$ cat config.mk
export PLATFORM = sky130hd
export DESIGN_NAME = eic_ext_irq
export DESIGN_NICKNAME = d
export VERILOG_FILES = /design/src/core/eic_edge_det.v /design/src/core/eic_ext_irq.v
export VERILOG_INCLUDE_DIRS = /design/src /design/src/core
export SDC_FILE = /design/constraint.sdc
export NUM_CORES = 1
export LEC_CHECK = 0
export ABC_AREA = 1
export BUFFER_PORTS_ARGS = -buffer_cell sky130_fd_sc_hd__buf_4
export CORE_MARGIN = 10
export CORE_UTILIZATION = 55
export CTS_CLUSTER_DIAMETER = 30
export DETAILED_ROUTE_END_ITERATION = 16
export GPL_ROUTABILITY_DRIVEN = 0
export GPL_TIMING_DRIVEN = 0
export PLACE_DENSITY = 0.84
export SYNTH_ARGS = -nofsm -noshare
export SYNTH_HDL_FRONTEND = slang
export SYNTH_SLANG_ARGS = --single-unit
export TNS_END_PERCENT = 50
$ cat constraint.sdc
create_clock -name ref_clk_i -period 1.8 [get_ports ref_clk_i]
set_input_delay 0.36 -clock ref_clk_i [delete_from_list [all_inputs] [get_ports ref_clk_i]]
set_output_delay 0.36 -clock ref_clk_i [all_outputs]
set_load 0.005 [all_outputs]
$ cat src/core/eic_defs.vh
// Register map, field positions and reset values of the external
// interrupt edge controller. Definitions only; include by bare name.
`ifndef EIC_DEFS_VH
`define EIC_DEFS_VH

// Bus geometry
`define EIC_ADDR_W          6
`define EIC_DATA_W          32

// Register byte offsets, one aligned word each
`define EIC_OFF_EDGE_SEL    6'h00
`define EIC_OFF_WAKE_EDGE   6'h04
`define EIC_OFF_ENABLE      6'h08
`define EIC_OFF_REQ_FLAGS1  6'h0c
`define EIC_OFF_WAKE_FLAGS  6'h10
`define EIC_OFF_PIN_FUNC    6'h14
`define EIC_OFF_GLOBAL_MASK 6'h18
`define EIC_OFF_PRIO_LEVEL  6'h1c

// Edge select register: reserved bit 2 reads as one
`define EIC_EDGE_SEL_RST    8'h04
`define EIC_EDGE_SEL_WMASK  8'hfb
`define EIC_WAKE_EDGE_RST   8'h00

// Request flag register 1: bits 7..5 read as one
`define EIC_FLAGS1_RSVD     8'he0
`define EIC_FLAGS1_MASK     8'h1f

// Enable register fields
`define EIC_EN_WAKE_BIT     5
`define EIC_ENABLE_MASK     8'h3f
`define EIC_ENABLE_RST      8'h00

// Pin function register fields
`define EIC_PF_REQ_MASK     8'h1b
`define EIC_PF_SRC_BIT      16
`define EIC_PF_ECMODE_LO    17
`define EIC_PF_RST          19'h00000

// Event counter edge modes
`define EIC_EC_FALL         2'h0
`define EIC_EC_RISE         2'h1

// Priority fields: request pins, event counter, wakeup
`define EIC_PRIO_REQ_LO     0
`define EIC_PRIO_EC_LO      2
`define EIC_PRIO_WAKE_LO    4
`define EIC_PRIO_RST        6'h00
`define EIC_GMASK_RST       2'h0
`define EIC_GMASK_ALL_OFF   2'h3

// Number of sensed lines
`define EIC_LINES           16

`endif

$ cat src/core/eic_edge_det.v
// Synchroniser, pin function gate and edge detector for all lines.
// Assumes pins are asynchronous; alternate sources are on ref_clk_i.
`timescale 1ns/10ps
`default_nettype none

module eic_edge_det #(
	parameter N = 16
) (
	input  wire         ref_clk_i,
	input  wire         sys_rst_i,
	input  wire [N-1:0] pin_i,
	input  wire [N-1:0] alt_i,
	input  wire [N-1:0] alt_sel_i,
	input  wire [N-1:0] func_i,
	input  wire [N-1:0] rise_i,
	input  wire [N-1:0] both_i,
	output wire [N-1:0] edge_o
);

	reg  [N-1:0] sync1_r;
	reg  [N-1:0] sync2_r;
	reg  [N-1:0] prev_r;
	wire [N-1:0] sample;
	wire [N-1:0] gated;

	// Two stages before any logic looks at a pin
	always @(posedge ref_clk_i) begin
		if (sys_rst_i) begin
			sync1_r <= {N{1'b1}};
			sync2_r <= {N{1'b1}};
		end else begin
			sync1_r <= pin_i;
			sync2_r <= sync1_r;
		end
	end

	// A line not in interrupt function idles high, so switching the
	// function over a low pin yields a real edge here
	assign sample = (alt_sel_i & alt_i) | (~alt_sel_i & sync2_r);
	assign gated  = (func_i & sample) | ~func_i;

	always @(posedge ref_clk_i) begin
		if (sys_rst_i)
			prev_r <= {N{1'b1}};
		else
			prev_r <= gated;
	end

	// Single-cycle set pulse per selected polarity
	assign edge_o = (both_i & (prev_r ^ gated)) |
	                (~both_i & rise_i & ~prev_r & gated) |
	                (~both_i & ~rise_i & prev_r & ~gated);

endmodule // eic_edge_det

`default_nettype wire

$ cat src/core/eic_ext_irq.v
// External interrupt front end: edge sensing, request flags, masking,
// and an Avalon-MM register slave with one wait cycle per access.
// Assumes pins are asynchronous to ref_clk_i and the CPU sits on the bus.
//
// The register addresses and the Avalon-MM slave port are this design's own decisions.
`include "eic_defs.vh"
`timescale 1ns/10ps
`default_nettype none

module eic_ext_irq (
	input  wire                   ref_clk_i,
	input  wire                   sys_rst_i,
	// Avalon-MM slave
	input  wire [`EIC_ADDR_W-1:0] avs_address_i,
	input  wire                   avs_read_i,
	input  wire                   avs_write_i,
	input  wire [3:0]             avs_byteenable_i,
	input  wire [`EIC_DATA_W-1:0] avs_writedata_i,
	output reg  [`EIC_DATA_W-1:0] avs_readdata_o,
	output reg                    avs_waitrequest_o,
	// External pins
	input  wire                   nmi_pin_i,
	input  wire                   timer_event_pin_i,
	input  wire                   conv_trigger_pin_i,
	input  wire                   ext_request_pin_4_i,
	input  wire                   ext_request_pin_3_i,
	input  wire                   ext_request_pin_1_i,
	input  wire                   ext_request_pin_0_i,
	input  wire                   event_counter_request_pin_i,
	input  wire [7:0]             wakeup_pins_i,
	// Internal counter output, already on ref_clk_i
	input  wire                   event_counter_pwm_signal_i,
	// Requests toward the CPU core
	output reg                    nmi_req_o,
	output reg                    irq_req_o,
	output reg                    timer_edge_o,
	output reg                    conv_trigger_o
);

	// Access decode
	wire        req;
	wire        done;
	wire [3:0]  word;
	wire        wr_done;

	// Software visible state
	reg  [7:0]  edge_sel_r;
	reg  [7:0]  wake_edge_r;
	reg  [7:0]  enable_r;
	reg  [4:0]  flags1_r;
	reg  [7:0]  wake_flags_r;
	reg  [18:0] pin_func_r;
	reg  [1:0]  gmask_r;
	reg  [5:0]  prio_r;
	reg         last_func_r;

	// Next values
	reg  [7:0]  edge_sel_nxt;
	reg  [7:0]  wake_edge_nxt;
	reg  [7:0]  enable_nxt;
	reg  [4:0]  flags1_nxt;
	reg  [7:0]  wake_flags_nxt;
	reg  [18:0] pin_func_nxt;
	reg  [1:0]  gmask_nxt;
	reg  [5:0]  prio_nxt;
	reg  [4:0]  clr1;
	reg  [7:0]  clr_wake;
	reg  [31:0] rd_mux;
	reg         irq_nxt;
	reg  [31:0] wr_merge;

	// Edge detector hookup
	wire [15:0] pins;
	wire [15:0] alt;
	wire [15:0] alt_sel;
	wire [15:0] func;
	wire [15:0] rise;
	wire [15:0] both;
	wire [15:0] edges;
	wire [4:0]  set1;
	wire [1:0]  ec_mode;

	// Byte-lane merge of a write into a stored word
	function [31:0] lane_merge;
		input [31:0] old;
		input [31:0] wdata;
		input [3:0]  be;
		integer      i;
		begin
			lane_merge = old;
			for (i = 0; i < 4; i = i + 1) begin
				if (be[i])
					lane_merge[i*8 +: 8] = wdata[i*8 +: 8];
			end
		end
	endfunction

	// A level passes when it reaches the global mask level
	// Mask value 3 shuts every maskable level off, whatever its level
	function level_pass;
		input [1:0] level;
		input [1:0] gmask;
		begin
			if (gmask == `EIC_GMASK_ALL_OFF)
				level_pass = 1'b0;
			else
				level_pass = (level >= gmask);
		end
	endfunction

	// One wait cycle: request seen with waitrequest high, answered next
	// A registered stall costs a cycle but keeps the bus outputs clean
	assign req     = avs_read_i | avs_write_i;
	assign done    = req & ~avs_waitrequest_o;
	assign word    = avs_address_i[5:2];
	assign wr_done = done & avs_write_i;

	always @(posedge ref_clk_i) begin
		if (sys_rst_i)
			avs_waitrequest_o <= 1'b1;
		else
			avs_waitrequest_o <= ~(req & avs_waitrequest_o);
	end

	// Line order: req0, req1, counter, req3, req4, conv, timer, nmi, wake
	assign pins = {wakeup_pins_i, nmi_pin_i, timer_event_pin_i,
	               conv_trigger_pin_i, ext_request_pin_4_i,
	               ext_request_pin_3_i, event_counter_request_pin_i,
	               ext_request_pin_1_i, ext_request_pin_0_i};

	// Counter input may come from the internal pwm instead of the pin
	// Switching the source over differing levels gives a real edge
	assign alt     = {13'h0000, event_counter_pwm_signal_i, 2'h0};
	assign alt_sel = {13'h0000, pin_func_r[`EIC_PF_SRC_BIT], 2'h0};

	// Wakeup and request pins only sense when in interrupt function
	// Timer and trigger lines always sense; their pulses bypass flags
	assign func = {pin_func_r[15:8], 3'h7, pin_func_r[4:3], 1'b1,
	               pin_func_r[1:0]};

	// Polarity per line; counter may also take both edges
	assign ec_mode = pin_func_r[`EIC_PF_ECMODE_LO +: 2];
	assign rise = {wake_edge_r, edge_sel_r[7:3],
	               (ec_mode == `EIC_EC_RISE), edge_sel_r[1:0]};
	assign both = {13'h0000, ec_mode[1], 2'h0};

	// History resets high like an idle pin; an always-sensing line held low
	// through reset shows a falling edge a few cycles after release
	eic_edge_det #(
		.N         (`EIC_LINES)
	) u_edge (
		.ref_clk_i (ref_clk_i),
		.sys_rst_i (sys_rst_i),
		.pin_i     (pins),
		.alt_i     (alt),
		.alt_sel_i (alt_sel),
		.func_i    (func),
		.rise_i    (rise),
		.both_i    (both),
		.edge_o    (edges)
	);

	assign set1 = edges[4:0];

	// Register writes; a write only touches enabled byte lanes.
	// Merging into the read view keeps one lane function for all words.
	always @* begin
		wr_merge      = lane_merge(rd_mux, avs_writedata_i,
		                           avs_byteenable_i);
		edge_sel_nxt  = edge_sel_r;
		wake_edge_nxt = wake_edge_r;
		enable_nxt    = enable_r;
		pin_func_nxt  = pin_func_r;
		gmask_nxt     = gmask_r;
		prio_nxt      = prio_r;
		if (wr_done) begin
			case (word)
			// Reserved bit 2 is forced back to one
			4'h0: begin
				edge_sel_nxt = (wr_merge[7:0] &
				               `EIC_EDGE_SEL_WMASK) |
				               `EIC_EDGE_SEL_RST;
			end
			// Every wakeup edge bit is plain read-write
			4'h1: begin
				wake_edge_nxt = wr_merge[7:0];
			end
			// Upper enable bits 7..6 are masked and stay zero
			4'h2: begin
				enable_nxt = wr_merge[7:0] & `EIC_ENABLE_MASK;
			end
			// Unused request positions stay zero
			4'h5: begin
				pin_func_nxt = wr_merge[18:0] & 19'h7ff1b;
			end
			// Global mask level
			4'h6: begin
				gmask_nxt = wr_merge[1:0];
			end
			// Priority fields of the three modules
			4'h7: begin
				prio_nxt = wr_merge[5:0];
			end
			// Flag words and holes change nothing here
			default: begin
				prio_nxt = prio_r;
			end
			endcase
		end
	end

	// Flag clears: a zero in an enabled lane clears, a one leaves it.
	// A clear that directly follows a function write is dropped.
	// Only lane 0 carries flag bits, so a clear needs it enabled.
	always @* begin
		clr1     = 5'h00;
		clr_wake = 8'h00;
		if (wr_done && !last_func_r && avs_byteenable_i[0]) begin
			if (word == 4'h3)
				clr1 = ~avs_writedata_i[4:0];
			if (word == 4'h4)
				clr_wake = ~avs_writedata_i[7:0];
		end
	end

	// Set beats clear in the same cycle, so the block itself never
	// drops an edge; a stale zero written by software still can
	always @* begin
		flags1_nxt     = (flags1_r & ~clr1) | set1;
		wake_flags_nxt = (wake_flags_r & ~clr_wake) |
		                 edges[15:8];
	end

	always @(posedge ref_clk_i) begin
		if (sys_rst_i) begin
			edge_sel_r   <= `EIC_EDGE_SEL_RST;
			wake_edge_r  <= `EIC_WAKE_EDGE_RST;
			enable_r     <= `EIC_ENABLE_RST;
			flags1_r     <= 5'h00;
			wake_flags_r <= 8'h00;
			pin_func_r   <= `EIC_PF_RST;
			gmask_r      <= `EIC_GMASK_RST;
			prio_r       <= `EIC_PRIO_RST;
		end else begin
			edge_sel_r   <= edge_sel_nxt;
			wake_edge_r  <= wake_edge_nxt;
			enable_r     <= enable_nxt;
			flags1_r     <= flags1_nxt;
			wake_flags_r <= wake_flags_nxt;
			pin_func_r   <= pin_func_nxt;
			gmask_r      <= gmask_nxt;
			prio_r       <= prio_nxt;
		end
	end

	// Remembers whether the last completed access switched a pin
	// function. Any completed access, read or write, counts as the
	// spacing instruction, so a clear placed right after the switch
	// is dropped and cannot wipe the flag the switch may have raised.
	always @(posedge ref_clk_i) begin
		if (sys_rst_i)
			last_func_r <= 1'b0;
		else if (done)
			last_func_r <= wr_done && (word == 4'h5);
	end

	// Read mux; reserved bits read back as fixed ones
	always @* begin
		case (word)
		4'h0: rd_mux = {24'h0, edge_sel_r | `EIC_EDGE_SEL_RST};
		4'h1: rd_mux = {24'h0, wake_edge_r};
		4'h2: rd_mux = {24'h0, enable_r};
		// Bits 7..5 have no flip-flops behind them
		4'h3: rd_mux = {24'h0, `EIC_FLAGS1_RSVD | {3'h0, flags1_r}};
		4'h4: rd_mux = {24'h0, wake_flags_r};
		4'h5: rd_mux = {13'h0, pin_func_r};
		4'h6: rd_mux = {30'h0, gmask_r};
		4'h7: rd_mux = {26'h0, prio_r};
		default: rd_mux = 32'h00000000;
		endcase
	end

	// Read data taken in the wait cycle, stands while waitrequest is low
	// Holding it between reads costs nothing and eases debugging
	always @(posedge ref_clk_i) begin
		if (sys_rst_i)
			avs_readdata_o <= 32'h00000000;
		else if (avs_read_i && avs_waitrequest_o)
			avs_readdata_o <= rd_mux;
	end

	// Maskable request: enabled flag whose module level passes the mask
	// Flags are never gated by enable, so software can still poll a
	// masked line; only the request toward the core is gated
	always @* begin
		irq_nxt = 1'b0;
		if (level_pass(prio_r[`EIC_PRIO_REQ_LO +: 2], gmask_r) &&
		    |(flags1_r & enable_r[4:0] & 5'h1b))
			irq_nxt = 1'b1;
		if (level_pass(prio_r[`EIC_PRIO_EC_LO +: 2], gmask_r) &&
		    flags1_r[2] && enable_r[2])
			irq_nxt = 1'b1;
		if (level_pass(prio_r[`EIC_PRIO_WAKE_LO +: 2], gmask_r) &&
		    enable_r[`EIC_EN_WAKE_BIT] && |wake_flags_r)
			irq_nxt = 1'b1;
	end

	// Non-maskable and pass-through edges bypass every mask
	// Registered so every request output leaves from a flip-flop
	always @(posedge ref_clk_i) begin
		if (sys_rst_i) begin
			nmi_req_o      <= 1'b0;
			irq_req_o      <= 1'b0;
			timer_edge_o   <= 1'b0;
			conv_trigger_o <= 1'b0;
		end else begin
			nmi_req_o      <= edges[7];
			irq_req_o      <= irq_nxt;
			timer_edge_o   <= edges[6];
			conv_trigger_o <= edges[5];
		end
	end

endmodule // eic_ext_irq

`default_nettype wire

==> results of run 1 <==
## cells by family (layout without fill, tap and decap cells)
| kind of cell | after synthesis | count (layout) | share of synthesized area |
|---|---|---|---|
| buf+inv | 107 | 207 | 0.0928 |
| other cells | 1 | 13 | 0.000680 |
| compound gates | 177 | 177 | 0.174 |
| simple gates | 284 | 284 | 0.247 |
| flops | 130 | 130 | 0.472 |
| fa+ha+maj | 6 | 6 | 0.0136 |
## flip-flops by register name, summed over array words and instances, names as in the netlist, 7 cells and up
signal	flops
pin_func_r	15
u_edge.prev_r	16
wake_flags_r	8
wake_edge_r	8
u_edge.sync1_r	16
avs_readdata_o	19
edge_sel_r	7
u_edge.sync2_r	16
## cell usage after synthesis (all sizes together)
library cell / number
ha: 6
a21boi: 1
clkbuf: 16
or2: 40
nand3: 50
nand3b: 1
nand2: 101
nor4: 1
nor3: 19
dfxtp: 130
nand4: 6
o211a: 1
o211ai: 8
a21oi: 99
o31ai: 13
o21a: 5
clkinv: 2
conb: 1
buf: 29
inv: 60
nor2: 66
o21ai: 50
## where the power goes
part / leakage [nW] / switching, W / internal (W) / total [W]
clock network: 0.301 / 0.00132 / 0.00221 / 0.00353
logic: 1.53 / 0.000277 / 0.000191 / 0.000468
registers: 1.06 / 0.0000301 / 0.00294 / 0.00297
## layer usage
metal,global-route usage,vias up
met5,0,-
met4,0.0792,0
met3,0.0680,53
met2,0.355,302
met1,0.259,2426
li1,-,2521
## worst max-delay path by stage
stage	slack, ns	cells past startpoint	to	start
after global routing	0.02	6	edge_sel_r[6]	avs_waitrequest_o
after floorplan	0.52	6	gmask_r[0]	avs_write_i
final	0.07	6	edge_sel_r[6]	avs_waitrequest_o
after global placement	0.03	7	edge_sel_r[6]	avs_address_i[2]
after detailed placement	-0.05	7	edge_sel_r[5]	avs_address_i[2]
after CTS	0.09	6	avs_readdata_o[5]	avs_waitrequest_o
## through the flow
| stage | hold WS (ns) | total power [W] | instance area [sq um] | setup slack, ns | TNS (ns) |
|---|---|---|---|---|---|
| 6_report | 0.0154 | 0.00697 | 6850 | 0.0738 | 0 |
| 4_1_cts | 0.0107 | 0.00696 | 6850 | 0.0871 | 0 |
| 3_3_place_gp | 0.392 | 0.00347 | 6240 | 0.0342 | 0 |
| 3_5_place_dp | 0.395 | 0.00349 | 6240 | -0.0513 | -0.0974 |
| 5_1_grt | 0.00408 | 0.00718 | 6850 | 0.0206 | 0 |
| 2_1_floorplan | 0.389 | 0.00328 | 5560 | 0.517 | 0 |
## cell type report
cell class / instances / share of cell area
Sequential cell: 130 / 0.380
Multi-Input combinational cell: 480 / 0.357
Timing Repair Buffer: 68 / 0.0745
Clock buffer: 19 / 0.0645
Buffer: 45 / 0.0407
Inverter: 62 / 0.0342
Clock inverter: 13 / 0.0250
Tap cell: 133 / 0.0243
==> summary.md, run 1 <==
| Metric | Value |
|---|---|
| CP cell instances | `nor2_1 -> inv_1 -> nor2_2 -> buf_4 -> o21ai_0 -> a21oi_1` |
| Nature of the critical path endpoint | `flip-flop` |
| Shortest clock period the worst path allows after layout | `1.73 ns` |
| Filler instances | `756` |
| Total number of placement rows | `36` |
| Floorplan die width | `120 um` |
| Sequential element share of the synthesized area | `0.472` |
| Vias per std cell | `5.58` |
| Remaining max-slew budget at the tightest pin | `0.548` |
| WHS Endpoint | `u_edge.sync1_r[8]` |
| Hold depth | `2` |
| Final HPWL from detailed placement | `11300 um` |
| First-pass GRT wire length | `25300 um` |
| Max Freq | `579 MHz` |
| Sequential cell area in the final layout | `2600 sq um` |
| Routed via count | `5302` |
| Clock Latency Late Sink | `0.52 ns` |
| CTS sink count | `130` |
| Warnings, synthesis | `0` |
| Worst VDD drop | `0.000594 V` |
| Actual slew at the worst max-slew pin | `0.679 ns` |
| Number of DRC violations after detailed routing | `0` |
| Hold/Removal Path Class | `input pin to flip-flop` |
| H-tree depth | `4` |
| Most common cell after layout, fill and taps aside | `sky130_fd_sc_hd__dfxtp_1` |
| Max incr delay on CP | `0.37 ns` |
| Cell type with the highest aggregate area in the netlist | `sky130_fd_sc_hd__dfxtp_1` |
| Number of buffers added on ports | `68` |
| WL met2 | `7320 um` |
| Average cell area after synthesis | `7.82 sq um` |
| Length of the first detailed-routing pass in iterations | `6` |
| Clock tree from TritonCTS | `built` |
| Highest-delay cell along the critical path | `sky130_fd_sc_hd__nor2_2` |
| Share of cells above drive strength 1 | `0.231` |
| Max-slew violations | `0` |
| Diodes inserted | `0` |
| Number of gates given a new drive strength after cts | `0` |
| Largest driver fanout on the critical path | `10` |
| Post-route insts no fill | `950` |
| Final hold viol count | `0` |
| Total setup buffers inserted after CTS | `0` |
| Total I/O pin count | `100` |
| Number of max-cap violations | `0` |
| Met3 WL | `1830 um` |
| WP buf/inv | `2` |
| Highest signal layer in the routed design | `met4` |
| Final setup skew | `0.00765 ns` |
| DIE HEIGHT | `120 um` |
| R2r worst-path depth | `6` |
| Worst endpoint data arrival time | `2.18 ns` |
| Gr ovfl total | `0` |
| Synth Register Bits | `130` |
| Area used by multi-input combinational logic | `2440 sq um` |
| Core occupancy in the finished layout | `0.701` |
| Run status | `finished, final reports clean` |
| Number of hold buffers added after cts | `0` |
| Total CTS buffers | `17` |
| CTS Root Buffer Type | `sky130_fd_sc_hd__clkbuf_8` |
| Finish-stage setup viols | `0` |
| Cell area after technology mapping | `5510 sq um` |
| Net count reported at finish | `873` |
| Required time worst endpoint | `2.25 ns` |
| Main area contributors after synthesis | `sky130_fd_sc_hd__dfxtp_1 47%, sky130_fd_sc_hd__a21oi_1 9.0%, sky130_fd_sc_hd__nand2_1 6.3%` |
| Total power per unit cell area | `1020 nW/um^2` |
| Leakage component of the power | `2.89 nW` |
| Starting density of the core | `0.564` |
| R2r setup slk | `0.07 ns` |
| Most frequent cells in the layout | `130 x sky130_fd_sc_hd__dfxtp_1, 99 x sky130_fd_sc_hd__a21oi_1, 93 x sky130_fd_sc_hd__nand2_1` |
| Hold_sp | `wakeup_pins_i[0]` |
| Die footprint | `14400 sq um` |
| RSZ-0062 raised after global routing | `false` |
| Inst Count DP | `918` |
| Clock-pin transition on the worst setup and hold timing paths | `0.06 ns` |
| Sum of routed wire length over all layers | `15600 um` |
| WS Path Type | `flip-flop to flip-flop` |
| Routed length per instance | `16.5 um` |
| Max clock buf depth | `2` |
| Met1 Routed Length | `6120 um` |
| Reg-to-reg critical path endpoint | `edge_sel_r[6]` |
| Area share of the largest cell type after synthesis | `0.472` |
| Via count of the first global-routing pass | `5183` |
| Gate family responsible for the most delay along the worst path | `simple AND/OR/NAND/NOR gates` |
| Worst Setup Start Kind | `flip-flop` |
| Number of antenna violations at the first check in global routing | `0` |
| Largest net degree at the start of global routing | `17` |
| Number of nets still failing antenna checks after routing | `0` |
| Core outline area | `9770 sq um` |
| Distinct cell type count after synthesis | `34` |
| Final period util | `0.959` |
| Post-synthesis cell count | `705` |
| Launch point of the worst reg-to-reg path | `avs_waitrequest_o` |
| Number of design-rule violations left by the first detailed-router iteration | `499` |
| Global router's overall resource usage | `0.216` |
| Area growth from synthesis to final layout | `24.2%` |
No activity file was read; power rests on OpenSTA's default activity.
==> run 2, diff against run 1 <==
- REMOVE_ABC_BUFFERS: not set -> 1
==> summary.md, run 2 (same netlist as run 1, synthesis figures left out) <==
| Metric | Value |
|---|---|
| Run status | `finished, final reports clean` |
| Shortest clock period the worst path allows after layout | `1.67 ns (-0.0519 ns)` |
| Sequential cell fraction of total power | `0.438 (+0.012)` |
| Length of the first detailed-routing pass in iterations | `5 (-1)` |
| Number of max-cap violations | `0 (unchanged)` |
| Post-placement worst setup slack | `-0.521 ns (-0.469 ns)` |
| WS Path Type | `flip-flop to flip-flop` |
| Vias per std cell | `5.65 (+1.2%)` |
| RSZ-0062 raised after global routing | `true` |
| Final period util | `0.930 (-0.0288)` |
| Actual slew at the worst max-slew pin | `0.767 ns (+0.0883 ns)` |
| Setup slack after layout | `0.126 ns (+0.0519 ns)` |
| Proportion of power drawn by combinational gates | `0.061 (-0.006)` |
| Core outline area | `9770 sq um (unchanged)` |
| Hold/Removal Path Class | `input pin to flip-flop` |
| Final setup skew | `0.00723 ns (-0.000419 ns)` |
| Worst-case hold slack | `0.0100 ns (-0.00537 ns)` |
| Register ranked first by flip-flop count | `avs_readdata_o` |
| DIE HEIGHT | `120 um (unchanged)` |
| CTS sink count | `130 (unchanged)` |
| Largest net degree at the start of global routing | `63 (+46)` |
| Clock tree from TritonCTS | `built` |
| Starting density of the core | `0.564 (unchanged)` |
| Total CTS buffers | `17 (unchanged)` |
| CTS Root Buffer Type | `sky130_fd_sc_hd__clkbuf_8` |
| Worst Setup Start Kind | `flip-flop` |
| Max-slew violations | `0 (unchanged)` |
| Sum of routed wire length over all layers | `14600 um (-6.6%)` |
| Final hold viol count | `0 (unchanged)` |
| Area growth from synthesis to final layout | `19.6%` |
| Most common cell after layout, fill and taps aside | `sky130_fd_sc_hd__dfxtp_1` |
| Total number of placement rows | `36 (unchanged)` |
| Max clock buf depth | `2 (unchanged)` |
| Cell-internal power | `0.00533 W (-0.18%)` |
| Gr ovfl total | `0 (unchanged)` |
| Clock Latency Late Sink | `0.53 ns (about the same)` |
| Highest-delay cell along the critical path | `sky130_fd_sc_hd__nor2_2` |
| Max Freq | `597 MHz (+3.1%)` |
| Routed via count | `5119 (-3.5%)` |
| Worst VDD drop | `0.000743 V (+25%)` |
| Number of antenna violations at the first check in global routing | `0 (unchanged)` |
| Number of buffers added on ports | `70 (+2.9%)` |
| Leakage component of the power | `2.73 nW (-5.4%)` |
| Max incr delay on CP | `0.48 ns (+0.11 ns)` |
| Routed length per instance | `16.1 um (-2.0%)` |
| Core occupancy in the finished layout | `0.675 (-0.0262)` |
| Diodes inserted | `0 (unchanged)` |
| Clk pwr share | `0.502 (-0.004)` |
| H-tree depth | `4 (unchanged)` |
| Number of DRC violations after detailed routing | `0 (unchanged)` |
| Total power per unit cell area | `1030 nW/um^2 (+1.3%)` |
| Total I/O pin count | `100 (unchanged)` |
| First-pass GRT wire length | `23500 um (-7.4%)` |
| Floorplan die width | `120 um (unchanged)` |
| Global router's overall resource usage | `0.198 (-0.0177)` |
| Clock-pin transition on the worst setup and hold timing paths | `0.06 ns (about the same)` |
| Most frequent cells in the layout | `130 x sky130_fd_sc_hd__dfxtp_1, 99 x sky130_fd_sc_hd__a21oi_1, 93 x sky130_fd_sc_hd__nand2_1` |
| Flip-flop count of the largest register, all copies and words added | `19 (unchanged)` |
| Number of design-rule violations left by the first detailed-router iteration | `480 (-3.8%)` |
| Switching share of power | `0.215 (-0.0185)` |
| Required time worst endpoint | `2.25 ns (about the same)` |
| Worst endpoint data arrival time | `2.13 ns (-0.05 ns)` |
| Die footprint | `14400 sq um (unchanged)` |
| Final HPWL from detailed placement | `9280 um (-18%)` |
| Switching component of the power | `0.00146 W (-10%)` |
| Net count reported at finish | `833 (-4.6%)` |
| Largest driver fanout on the critical path | `12 (+2)` |
| Total power of the final layout | `0.00679 W (-2.5%)` |
| Share of cells above drive strength 1 | `0.210 (-0.0218)` |
| Nature of the critical path endpoint | `flip-flop` |
| CP cell instances | `nor2_1 -> inv_1 -> nor2_2 -> o21ai_0 -> a21oi_1` |
| Number of hold buffers added after cts | `0 (unchanged)` |
| Remaining max-slew budget at the tightest pin | `0.488 (-0.0594)` |
| Finish-stage setup viols | `0 (unchanged)` |
| Number of nets still failing antenna checks after routing | `0 (unchanged)` |
| Via count of the first global-routing pass | `4995 (-3.6%)` |
==> run 2: cell count changes in the layout (fill, tap and decap cells not counted), sizes merged <==
| cell | previous run | this run |
|---|---|---|
| inv | 64 | 61 |
| clkbuf | 35 | 23 |
| clkinv | 7 | 2 |
| nor2 | 66 | 67 |
| buf | 97 | 72 |
==> run 2: cell type report <==
cell class / count / area (sq um)
Fill cell: 771 / 3180
Sequential cell: 130 / 2600
Multi-Input combinational cell: 481 / 2460
Timing Repair Buffer: 72 / 553
Clock buffer: 23 / 477
Inverter: 62 / 236
Tap cell: 133 / 166
Clock inverter: 5 / 103
==> run 2: layer usage <==
metal  routed length (um)  track usage
met1                 5840        0.230
met2                 6620        0.312
met3                 1680       0.0736
met4                  463        0.103
met5                    0            0
==> run 2: path summary, 6_finish.rpt <==
kind / end / startpoint / depth (start not counted) / slack, ns
worst max register to register: prio_r[2] / avs_waitrequest_o / 5 / 0.13
worst min register to register: u_edge.sync2_r[5] / u_edge.sync1_r[5] / 1 / 0.40
worst max-delay path: prio_r[2] / avs_waitrequest_o / 5 / 0.13
worst min-delay path: u_edge.sync1_r[6] / timer_event_pin_i / 2 / 0.01
==> run 2: timing repair <==
| item | CTS | global route |
|---|---|---|
| pin swaps | 1 | 1 |
| gates cloned | 0 | 1 |
| endpoints found under the setup margin | 30 | 20 |
| setup buffers | 0 | 1 |
| gates resized for setup | 1 | 2 |
==> run 2: metrics by stage <==
| stage | cell area, sq um | cells | setup TNS (ns) |
|---|---|---|---|
| 2_1_floorplan | 5280 | 672 | 0 |
| 6_report | 6590 | 906 | 0 |
| 4_1_cts | 6570 | 904 | -0.433 |
| 3_5_place_dp | 5990 | 876 | -20.00 |
| 3_3_place_gp | 5970 | 875 | -51.07 |
| 5_1_grt | 6590 | 906 | -0.00387 |
==> run 2: worst max-delay path: cells and delay by family, from the launching register on <==
family / cells / cell delay [ns]
AO/OA/AOI/OAI: 2 / 0.33
buffers and inverters: 1 / 0.26
flip-flops: 1 / 0.35
AND/OR/NAND/NOR: 2 / 0.67
==> run 2: power groups by stage <==
stage	combinational, W	clock (W)	sequential (W)
floorplan	0.000193	0	0.00303
global placement	0.000386	0	0.00303
detailed placement	0.000400	0	0.00303
CTS	0.000403	0.00340	0.00297
global route	0.000449	0.00354	0.00298
finish	0.000412	0.00341	0.00297
